## src/include/wavegen_regs.svh

```systemverilog
// Purpose: Register offsets, field positions and reset values of the waveform generator.
// Assumes: Byte addresses on a 32-bit Wishbone bus, one aligned word per register.
// Notes: Definitions only; included by bare name.
`ifndef WAVEGEN_REGS_SVH
`define WAVEGEN_REGS_SVH

// ****************************************
// Register offsets
// ****************************************
`define OFS_CONTROL0 8'h00
`define OFS_RISE_DB 8'h04
`define OFS_FALL_DB 8'h08
`define OFS_SD_CONTROL0 8'h0C
`define OFS_SD_SOURCE 8'h10
`define OFS_IRQ_STATUS 8'h14
`define OFS_IRQ_MASK 8'h18
`define OFS_STATUS 8'h1C

// ****************************************
// Field positions
// ****************************************
`define CTL_EN 0
`define CTL_LOAD 1
`define CTL_FULL 2
`define CTL_REV 3
`define CTL_HFOSC 4
`define SD_BIT 0
`define SD_AUTORESTART 1
`define SD_ENABLE 2
`define SD_OVR_LSB 4
`define SRC_COMP1 0
`define SRC_COMP2 1
`define SRC_TIMER2 2
`define SRC_PIN 3
`define IRQ_SHUTDOWN 0
`define IRQ_LOADED 1
`define IRQ_RESTART 2
`define STAT_SHUTDOWN 0
`define STAT_INPUT 1
`define STAT_RISE_LSB 8
`define STAT_FALL_LSB 16

// ****************************************
// Reset values
// ****************************************
`define RST_CONTROL0 8'h00
`define RST_DB 6'h00
`define RST_SD_CONTROL0 8'h00
`define RST_SD_SOURCE 4'h0
`define RST_IRQ 3'h0

`endif

```

## src/include/wavegen_pkg.sv

```systemverilog
// Purpose: Shared types of the waveform generator.
// Assumes: Used as wavegen_pkg::name, never imported.
// Notes: Types only; numbers live in wavegen_regs.svh.
package wavegen_pkg;
	// Generator operating state
	typedef enum logic [1:0] {ST_IDLE, ST_RUN, ST_SHUTDOWN} gen_state_t;
	// Bridge steering direction
	typedef enum logic {DIR_FORWARD, DIR_REVERSE} direction_t;
endpackage

```

## src/design/deadband_counter.sv

```systemverilog
// Purpose: One dead-band timer counting generator clocks from zero up to a limit.
// Assumes: start and cancel are one-cycle pulses; cancel wins over start.
// Notes: done stays high after the count completes until the next start or cancel.
`timescale 1ns/10ps
module deadband_counter #(
	parameter int WIDTH = 6
) (
	input wire logic clk,
	input wire logic rstn,
	input wire logic ce,
	input wire logic start,
	input wire logic cancel,
	input wire logic [WIDTH-1:0] limit,
	output logic done
);
	logic [WIDTH-1:0] cnt_reg;
	logic active_reg;

	// ****************************************
	// Counter
	// ****************************************
	// Count restarts from zero on start; a cancel leaves the output inactive
	always_ff @(posedge clk or negedge rstn) begin
		if (!rstn) begin
			cnt_reg <= '0;
			active_reg <= 1'b0;
			done <= 1'b0;
		end else if (ce) begin
			if (cancel) begin
				active_reg <= 1'b0;
				done <= 1'b0;
			end else if (start) begin
				cnt_reg <= '0;
				active_reg <= (limit != '0);
				done <= (limit == '0);
			end else if (active_reg) begin
				cnt_reg <= cnt_reg + 1'b1;
				if (cnt_reg + 1'b1 == limit) begin
					active_reg <= 1'b0;
					done <= 1'b1;
				end
			end
		end
	end
endmodule

```

## src/design/waveform_deadband_shutdown.sv

```systemverilog
// Purpose: Complementary waveform generator with dead-band timing and auto-shutdown.
// Assumes: All inputs synchronous to clk; Wishbone classic slave with 32-bit data.
// Notes: Outputs and ack come from flops, so each lags its cause by one clock; irq lags its event by two.
`timescale 1ns/10ps
`include "wavegen_regs.svh"
module waveform_deadband_shutdown #(
	parameter int DB_WIDTH = 6
) (
	input wire logic clk,
	input wire logic rstn,
	input wire logic ce,
	input wire logic wb_cyc_i,
	input wire logic wb_stb_i,
	input wire logic wb_we_i,
	input wire logic [7:0] wb_adr_i,
	input wire logic [3:0] wb_sel_i,
	input wire logic [31:0] wb_dat_i,
	output logic [31:0] wb_dat_o,
	output logic wb_ack_o,
	input wire logic mod_in,
	input wire logic comparator1_sync_out,
	input wire logic comparator2_sync_out,
	input wire logic timer2_postscaled_out,
	input wire logic waveform_input_pin,
	input wire logic sleep_mode,
	input wire logic input_source_active,
	output logic out_a,
	output logic out_b,
	output logic out_c,
	output logic out_d,
	output logic high_freq_internal_osc_hold,
	output logic irq
);
	// ****************************************
	// Declarations
	// ****************************************
	logic bus_req, wr, rd;
	logic en_reg, load_reg, full_reg, rev_reg, hfosc_reg;
	logic [DB_WIDTH-1:0] rise_db_reg, fall_db_reg, rise_work_reg, fall_work_reg;
	logic sd_reg, sd_next, autorestart_reg, sd_enable_reg;
	logic [3:0] ovr_reg, src_sel_reg, src_low;
	logic src_active;
	logic [2:0] irq_status_reg, irq_mask_reg, irq_event;
	logic in_prev_reg, in_rise, in_fall, en_prev_reg, en_rise;
	logic xfer, dir_switch;
	wavegen_pkg::direction_t dir_reg;
	wavegen_pkg::gen_state_t state_reg, state_next;
	logic rise_start, rise_cancel, fall_start, fall_cancel, rise_done, fall_done;
	logic norm_a, norm_b, norm_c, norm_d;
	logic [31:0] rd_mux;

	// ****************************************
	// Wishbone slave
	// ****************************************
	// One request per handshake; ack drops in the cycle after it was given
	assign bus_req = wb_cyc_i & wb_stb_i & ~wb_ack_o;
	assign wr = bus_req & wb_we_i & wb_sel_i[0];
	assign rd = bus_req & ~wb_we_i;

	// Read data is latched with ack; unmapped offsets answer zero
	always_comb begin
		rd_mux = 32'h00000000;
		case (wb_adr_i)
			`OFS_CONTROL0: rd_mux[4:0] = {hfosc_reg, rev_reg, full_reg, load_reg, en_reg};
			`OFS_RISE_DB: rd_mux[DB_WIDTH-1:0] = rise_db_reg;
			`OFS_FALL_DB: rd_mux[DB_WIDTH-1:0] = fall_db_reg;
			`OFS_SD_CONTROL0: rd_mux[7:0] = {ovr_reg, 1'b0, sd_enable_reg, autorestart_reg, sd_reg};
			`OFS_SD_SOURCE: rd_mux[3:0] = src_sel_reg;
			`OFS_IRQ_STATUS: rd_mux[2:0] = irq_status_reg;
			`OFS_IRQ_MASK: rd_mux[2:0] = irq_mask_reg;
			`OFS_STATUS: begin
				rd_mux[`STAT_SHUTDOWN] = (state_reg == wavegen_pkg::ST_SHUTDOWN);
				rd_mux[`STAT_INPUT] = mod_in;
				rd_mux[`STAT_RISE_LSB +: DB_WIDTH] = rise_work_reg;
				rd_mux[`STAT_FALL_LSB +: DB_WIDTH] = fall_work_reg;
			end
			default: rd_mux = 32'h00000000;
		endcase
	end

	always_ff @(posedge clk or negedge rstn) begin
		if (!rstn) begin
			wb_ack_o <= 1'b0;
			wb_dat_o <= 32'h00000000;
		end else if (ce) begin
			wb_ack_o <= bus_req;
			if (rd) begin
				wb_dat_o <= rd_mux;
			end
		end
	end

	// ****************************************
	// Input edges
	// ****************************************
	assign in_rise = mod_in & ~in_prev_reg;
	assign in_fall = ~mod_in & in_prev_reg;
	assign en_rise = en_reg & ~en_prev_reg;

	// Generator runs on clk and ce alone; sleep_mode does not gate it
	always_ff @(posedge clk or negedge rstn) begin
		if (!rstn) begin
			in_prev_reg <= 1'b0;
			en_prev_reg <= 1'b0;
		end else if (ce) begin
			in_prev_reg <= mod_in;
			en_prev_reg <= en_reg;
		end
	end

	// ****************************************
	// Control register
	// ****************************************
	assign xfer = en_reg & load_reg & in_fall;

	// A software write of the load bit in the transfer cycle wins over the self-clear
	always_ff @(posedge clk or negedge rstn) begin
		if (!rstn) begin
			{hfosc_reg, rev_reg, full_reg, load_reg, en_reg} <= 5'(`RST_CONTROL0);
		end else if (ce) begin
			if (xfer) begin
				load_reg <= 1'b0;
			end
			if (wr && wb_adr_i == `OFS_CONTROL0) begin
				en_reg <= wb_dat_i[`CTL_EN];
				load_reg <= wb_dat_i[`CTL_LOAD];
				full_reg <= wb_dat_i[`CTL_FULL];
				rev_reg <= wb_dat_i[`CTL_REV];
				hfosc_reg <= wb_dat_i[`CTL_HFOSC];
			end
		end
	end

	// ****************************************
	// Dead-band settings, double-buffered
	// ****************************************
	// Disabled: write goes straight through; enabled: waits for load at falling edge
	always_ff @(posedge clk or negedge rstn) begin
		if (!rstn) begin
			rise_db_reg <= `RST_DB;
			fall_db_reg <= `RST_DB;
			rise_work_reg <= `RST_DB;
			fall_work_reg <= `RST_DB;
		end else if (ce) begin
			if (xfer) begin
				rise_work_reg <= rise_db_reg;
				fall_work_reg <= fall_db_reg;
			end
			if (wr && wb_adr_i == `OFS_RISE_DB) begin
				rise_db_reg <= wb_dat_i[DB_WIDTH-1:0];
				if (!en_reg) begin
					rise_work_reg <= wb_dat_i[DB_WIDTH-1:0];
				end
			end
			if (wr && wb_adr_i == `OFS_FALL_DB) begin
				fall_db_reg <= wb_dat_i[DB_WIDTH-1:0];
				if (!en_reg) begin
					fall_work_reg <= wb_dat_i[DB_WIDTH-1:0];
				end
			end
		end
	end

	// ****************************************
	// Shutdown configuration
	// ****************************************
	always_ff @(posedge clk or negedge rstn) begin
		if (!rstn) begin
			{ovr_reg, sd_enable_reg, autorestart_reg} <= 6'h00;
			src_sel_reg <= `RST_SD_SOURCE;
		end else if (ce) begin
			if (wr && wb_adr_i == `OFS_SD_CONTROL0) begin
				autorestart_reg <= wb_dat_i[`SD_AUTORESTART];
				sd_enable_reg <= wb_dat_i[`SD_ENABLE];
				ovr_reg <= wb_dat_i[`SD_OVR_LSB +: 4];
			end
			if (wr && wb_adr_i == `OFS_SD_SOURCE) begin
				src_sel_reg <= wb_dat_i[3:0];
			end
		end
	end

	// Sources are low-active levels, never edges
	assign src_low[`SRC_COMP1] = ~comparator1_sync_out;
	assign src_low[`SRC_COMP2] = ~comparator2_sync_out;
	assign src_low[`SRC_TIMER2] = ~timer2_postscaled_out;
	assign src_low[`SRC_PIN] = ~waveform_input_pin;
	assign src_active = sd_enable_reg & |(src_low & src_sel_reg);

	// Shutdown bit: software sets or clears, auto-restart clears, a source holds it set
	always_comb begin
		sd_next = sd_reg;
		if (sd_reg && autorestart_reg && in_rise) begin
			sd_next = 1'b0;
		end
		if (wr && wb_adr_i == `OFS_SD_CONTROL0) begin
			sd_next = wb_dat_i[`SD_BIT];
		end
		if (src_active) begin
			sd_next = 1'b1;
		end
	end

	always_ff @(posedge clk or negedge rstn) begin
		if (!rstn) begin
			sd_reg <= 1'b0;
		end else if (ce) begin
			sd_reg <= sd_next;
		end
	end

	// ****************************************
	// Generator state
	// ****************************************
	// Next state follows sd_next so the override lands one clock after its cause
	always_comb begin
		state_next = state_reg;
		case (state_reg)
			wavegen_pkg::ST_IDLE: begin
				if (en_reg) begin
					state_next = sd_next ? wavegen_pkg::ST_SHUTDOWN : wavegen_pkg::ST_RUN;
				end
			end
			wavegen_pkg::ST_RUN: begin
				if (!en_reg) begin
					state_next = wavegen_pkg::ST_IDLE;
				end else if (sd_next) begin
					state_next = wavegen_pkg::ST_SHUTDOWN;
				end
			end
			wavegen_pkg::ST_SHUTDOWN: begin
				if (!en_reg) begin
					state_next = wavegen_pkg::ST_IDLE;
				end else if (!sd_next) begin
					state_next = wavegen_pkg::ST_RUN;
				end
			end
			default: state_next = wavegen_pkg::ST_IDLE;
		endcase
	end

	always_ff @(posedge clk or negedge rstn) begin
		if (!rstn) begin
			state_reg <= wavegen_pkg::ST_IDLE;
		end else if (ce) begin
			state_reg <= state_next;
		end
	end

	// ****************************************
	// Direction and dead-band counters
	// ****************************************
	// Direction is applied at the first rising input edge after it was changed
	assign dir_switch = full_reg & en_reg & in_rise & (rev_reg != dir_reg);

	always_ff @(posedge clk or negedge rstn) begin
		if (!rstn) begin
			dir_reg <= wavegen_pkg::DIR_FORWARD;
		end else if (ce) begin
			if (dir_switch || en_rise) begin
				dir_reg <= rev_reg ? wavegen_pkg::DIR_REVERSE : wavegen_pkg::DIR_FORWARD;
			end
		end
	end

	// Half bridge times each input edge; full bridge times only enable and a direction change
	always_comb begin
		if (!full_reg) begin
			rise_start = in_rise;
			fall_start = in_fall;
			rise_cancel = in_fall | ~en_reg;
			fall_cancel = in_rise | ~en_reg;
		end else begin
			rise_start = (dir_switch | en_rise) & rev_reg;
			fall_start = (dir_switch | en_rise) & ~rev_reg;
			rise_cancel = ~en_reg | (dir_switch & ~rev_reg);
			fall_cancel = ~en_reg | (dir_switch & rev_reg);
		end
	end

	// Two six-bit counters counting generator clocks up to the working values
	deadband_counter #(.WIDTH(DB_WIDTH)) rise_counter (
		.clk(clk),
		.rstn(rstn),
		.ce(ce),
		.start(rise_start),
		.cancel(rise_cancel),
		.limit(rise_work_reg),
		.done(rise_done)
	);

	deadband_counter #(.WIDTH(DB_WIDTH)) fall_counter (
		.clk(clk),
		.rstn(rstn),
		.ce(ce),
		.start(fall_start),
		.cancel(fall_cancel),
		.limit(fall_work_reg),
		.done(fall_done)
	);

	// ****************************************
	// Output stage
	// ****************************************
	// In half bridge an output only rises once its count completed while the input held its level; full bridge holds A or C on
	always_comb begin
		if (!full_reg) begin
			norm_a = mod_in & rise_done;
			norm_b = ~mod_in & fall_done;
			norm_c = norm_a;
			norm_d = norm_b;
		end else if (dir_reg == wavegen_pkg::DIR_FORWARD) begin
			norm_a = 1'b1;
			norm_b = 1'b0;
			norm_c = 1'b0;
			norm_d = mod_in & fall_done;
		end else begin
			norm_a = 1'b0;
			norm_b = mod_in & rise_done;
			norm_c = 1'b1;
			norm_d = 1'b0;
		end
	end

	always_ff @(posedge clk or negedge rstn) begin
		if (!rstn) begin
			{out_d, out_c, out_b, out_a} <= 4'h0;
		end else if (ce) begin
			case (state_next)
				wavegen_pkg::ST_RUN: {out_d, out_c, out_b, out_a} <= {norm_d, norm_c, norm_b, norm_a};
				wavegen_pkg::ST_SHUTDOWN: {out_d, out_c, out_b, out_a} <= ovr_reg;
				default: {out_d, out_c, out_b, out_a} <= 4'h0;
			endcase
		end
	end

	// Oscillator must stay up in sleep only while the generator needs it
	always_ff @(posedge clk or negedge rstn) begin
		if (!rstn) begin
			high_freq_internal_osc_hold <= 1'b0;
		end else if (ce) begin
			high_freq_internal_osc_hold <= en_reg & input_source_active & hfosc_reg & sleep_mode;
		end
	end

	// ****************************************
	// Interrupts
	// ****************************************
	assign irq_event[`IRQ_SHUTDOWN] = (state_next == wavegen_pkg::ST_SHUTDOWN) &&
		(state_reg != wavegen_pkg::ST_SHUTDOWN);
	assign irq_event[`IRQ_LOADED] = xfer;
	assign irq_event[`IRQ_RESTART] = (state_reg == wavegen_pkg::ST_SHUTDOWN) &&
		(state_next == wavegen_pkg::ST_RUN);

	// Read clears the status; an event in the same cycle survives the clear
	always_ff @(posedge clk or negedge rstn) begin
		if (!rstn) begin
			irq_status_reg <= `RST_IRQ;
			irq_mask_reg <= `RST_IRQ;
			irq <= 1'b0;
		end else if (ce) begin
			if (rd && wb_adr_i == `OFS_IRQ_STATUS) begin
				irq_status_reg <= irq_event;
			end else begin
				irq_status_reg <= irq_status_reg | irq_event;
			end
			if (wr && wb_adr_i == `OFS_IRQ_MASK) begin
				irq_mask_reg <= wb_dat_i[2:0];
			end
			irq <= |(irq_status_reg & irq_mask_reg);
		end
	end
endmodule

```

## config.mk

```make
export PLATFORM = sky130hd
export DESIGN_NAME = waveform_deadband_shutdown
export DESIGN_NICKNAME = d
export VERILOG_FILES = /design/src/include/wavegen_pkg.sv /design/src/design/deadband_counter.sv /design/src/design/waveform_deadband_shutdown.sv
export VERILOG_INCLUDE_DIRS = /design/src /design/src/include
export SDC_FILE = /design/constraint.sdc
export NUM_CORES = 1
export LEC_CHECK = 0
export ABC_CLOCK_PERIOD_IN_PS = 3000
export BUFFER_PORTS_ARGS = -buffer_cell sky130_fd_sc_hd__buf_2
export CORE_ASPECT_RATIO = 0.6
export CORE_MARGIN = 1.5
export CORE_UTILIZATION = 55
export DETAILED_ROUTE_END_ITERATION = 10
export PLACE_DENSITY = 0.84
export SYNTH_ARGS = -nofsm -noshare
export SYNTH_HDL_FRONTEND = slang
export SYNTH_SLANG_ARGS = --single-unit
```

## constraint.sdc

```tcl
create_clock -name clk -period 3 [get_ports clk]
set_clock_uncertainty 0.05 [all_clocks]
set_input_delay 0.15 -clock clk [delete_from_list [all_inputs] [get_ports clk]]
set_output_delay 0.15 -clock clk [all_outputs]
set_load 0.05 [all_outputs]
```

==> impl_metrics.toml <==
[outcome]
result_of_the_run = "finished clean"

[setup_path]
required_ps = 3210
timing.critical_path.arrival_ps = 2670
worstReg2RegEnd = "fall_work_reg[0]"
critPathKind = "flop to flop"
endpoint_kind = "flop"
ff2ff_path_depth = 5
setup.worst_path.start_class = "flop"
critical-path-top-cell-by-count = "a21oi_1"
critical_path.cell_chain = "nor4bb_1 > nand4_1 > a21oi_1 > nor2_1 > a21oi_1"
ff2ff_setup_slack_ps = 550
critical_path.reg2reg.startpoint = "en_reg"
cpMaxStageDelayCell = "dfrtp_1"
critical_path.max_fanout = 13
crit_path_max_incr_delay_ps = 600

[synthesis]
synth-compound-area-share_pct = 17.5
post_synth_xor_xnor_area_pct = 3.31
ys.flop_type = "dfrtp_1"
synthesis.instances = 478
syn-mean-instance-area_um2 = 10.4
yosys_register_bits = 94
yosys_warnings = 0
async_flop_share_pct = 100
share_of_cell_area_taken_by_muxes_after_synthesis_pct = 10.8
post_synthesis_simple_gate_area_fraction_pct = 14.8
synth_fa_ha_area_share_pct = 1.01
number_of_enable_type_register_cells_in_the_synthesized_netlist = 0
seq_area_frac_synth_pct = 47.5
synth_top_family_by_area = "compound AO/OA/AOI/OAI gates"
synth.cell_area_um2 = 4950
synth_cell_type_count = 68

[layout]
finish.net_count = 596
finish.instance_area_um2 = 5630
final_core_util_pct = 65.3
final_layout_size_suffix_gt1_share_pct = 23.1
largest_reg_by_ff_count = "wb_dat_o"
largest_reg_flops = 20
stdcell_count = 652
antenna-diode-count = 0
mostFrequentLayoutCell = "dfrtp_1"
areaGrowthSynthToFinish_pct = 13.6
mostFrequentLayoutCells = "dfrtp_1, buf_2, nor2_1"

[pwr]
static-leakage-power_nw = 2.62
fin_total_pwr_mw = 2.61
pwr_density_cell_nw_per_um2 = 464
power.ir.vdd_worst_mv = 0.317

[cts]
clkSinkCount = 94
clkLatencyLatePin_ps = 340
cts.htree.levels = 3
cts_made_buffers = 9
clock-root-buffer = "clkbuf_16"
clk_path_buf_depth = 2
cts_tree = "yes"
cts.clk_slew.worst_paths_ps = 70
cts-resized-gates = 0

[place]
gp_congestion = 0.903
dp_cells = 633
port_buffers = 56
post-place-ws_ps = 418
dpl.hpwl_mm = 9.82
placement.cell_area_um2 = 5310

[floorplanning]
fp.dieH_um = 76.5
ioPinCount = 96
initial_standard_cell_utilization_of_the_core_pct = 57.5
die_width_um = 126
core_area_um2 = 8620
rows = 26
total_die_area_um2 = 9600

[timing]
final_min_period_over_clock_period_pct = 81.8
rsz0062_at_grt = "no"
slew_violations = 0
relSlewSlack_pct = 40.0
report.final.hold_viol_count = 0
maximum_clock_frequency_mhz = 408
timing.final.setup_violations = 0
worstMarginPinSlew_ps = 894
final_period_minus_worst_setup_slack_ps = 2450
fin_tns_setup_ps = 0
hold-worst-slack_ps = 44.9
final.setup.worst_slack_ps = 547

[drt]
first_pass_iters = 6
initialDrtViolationCount = 450
routed_via_density = 6.34
ant_nets = 0
drc_violation_count_after_routing = 0
finalWirelength_mm = 13.4
wl_per_cell_um = 20.5
via_count = 4134

[grt]
antenna_found_initial = 0
first_pass_grt_wire_length_mm = 21.4
grt_usage_pct = 28.9
via_count_of_the_first_global_routing_pass = 3888
grt_start_max_net_pins = 48
grt_overflow_total = 0

[hold_path]
hold_start = "sleep_mode"
worst_hold_path.num_cells = 3
worst_hold_path_type = "input port to flop"
min_to = "high_freq_internal_osc_hold"

[job]
number_of_maximum_capacitance_violations = 0
[critical path: cells and delay by family, from the launching register on]
family,cells,cell delay [ps]
AND/OR/NAND/NOR,3,1030
flip-flops,1,600
AO/OA/AOI/OAI,2,700
[layer usage]
layer | track usage (%) | part of all wire, % | vias up
met5 | 0 | 0 | -
met4 | 6.82 | 0.93 | 0
met3 | 10.4 | 13 | 16
met2 | 38.9 | 41 | 233
met1 | 44.0 | 46 | 2027
li1 | - | - | 1858
[synth_stat cells (4+ instances only)]
cell type | number | area share [%]
clkbuf_1 | 11 | 0.83
and3_1 | 4 | 0.51
nor2_1 | 37 | 2.8
mux2_2 | 31 | 7.0
nor4_1 | 7 | 0.88
nand4_1 | 4 | 0.51
nor3_1 | 7 | 0.71
o31ai_1 | 4 | 0.61
ha_1 | 4 | 1.0
xnor2_1 | 12 | 2.1
mux2i_1 | 13 | 2.6
buf_1 | 4 | 0.30
nand2b_1 | 4 | 0.51
nand3_1 | 10 | 1.0
buf_4 | 13 | 2.0
o21ai_0 | 21 | 2.1
a22o_1 | 19 | 3.4
nand2_1 | 31 | 2.3
dfrtp_1 | 94 | 47
inv_1 | 18 | 1.4
buf_2 | 4 | 0.40
o22ai_1 | 15 | 1.9
nand3b_1 | 5 | 0.76
a21oi_1 | 29 | 2.9
o2bb2ai_1 | 7 | 1.2
or2_2 | 5 | 0.63
xor2_1 | 4 | 0.71
[cells by family after synthesis]
| kind of cell | count (synthesis) |
|---|---|
| compound gates | 127 |
| simple gates | 137 |
| xor+xnor | 17 |
| fa+ha+maj | 4 |
| buf+inv | 51 |
| mux | 47 |
| other cells | 1 |
| flops | 94 |
[worst max path at each step]
stage / depth (start not counted) / to / start
3_5_place_dp: 8 / out_b / wb_adr_i[4]
5_1_grt: 5 / rise_counter.cnt_reg[5] / en_reg
2_1_floorplan: 7 / out_b / wb_ack_o
3_3_place_gp: 8 / out_d / wb_adr_i[4]
6_report: 5 / fall_work_reg[0] / en_reg
4_1_cts: 5 / fall_work_reg[0] / en_reg
[power breakdown]
group          total [mW]  internal (mW)  switching (mW)
clock network        1.13          0.648           0.480
registers            1.29           1.28          0.0103
logic               0.199         0.0516           0.148
[final cells by class]
class                           count  area (um2)
Clock buffer                       11         233
Tap cell                          112         140
Fill cell                         678        2990
Clock inverter                      5        58.8
Sequential cell                    94        2350
Inverter                           18        67.6
Multi-Input combinational cell    344        2400
Timing Repair Buffer               68         380
[what timing repair did]
item / CTS / global route
endpoints found under the hold margin: 47 / 0
buffers inserted: 0 / 0
hold buffers: 3 / 0
(Power assumes the default switching activity.)
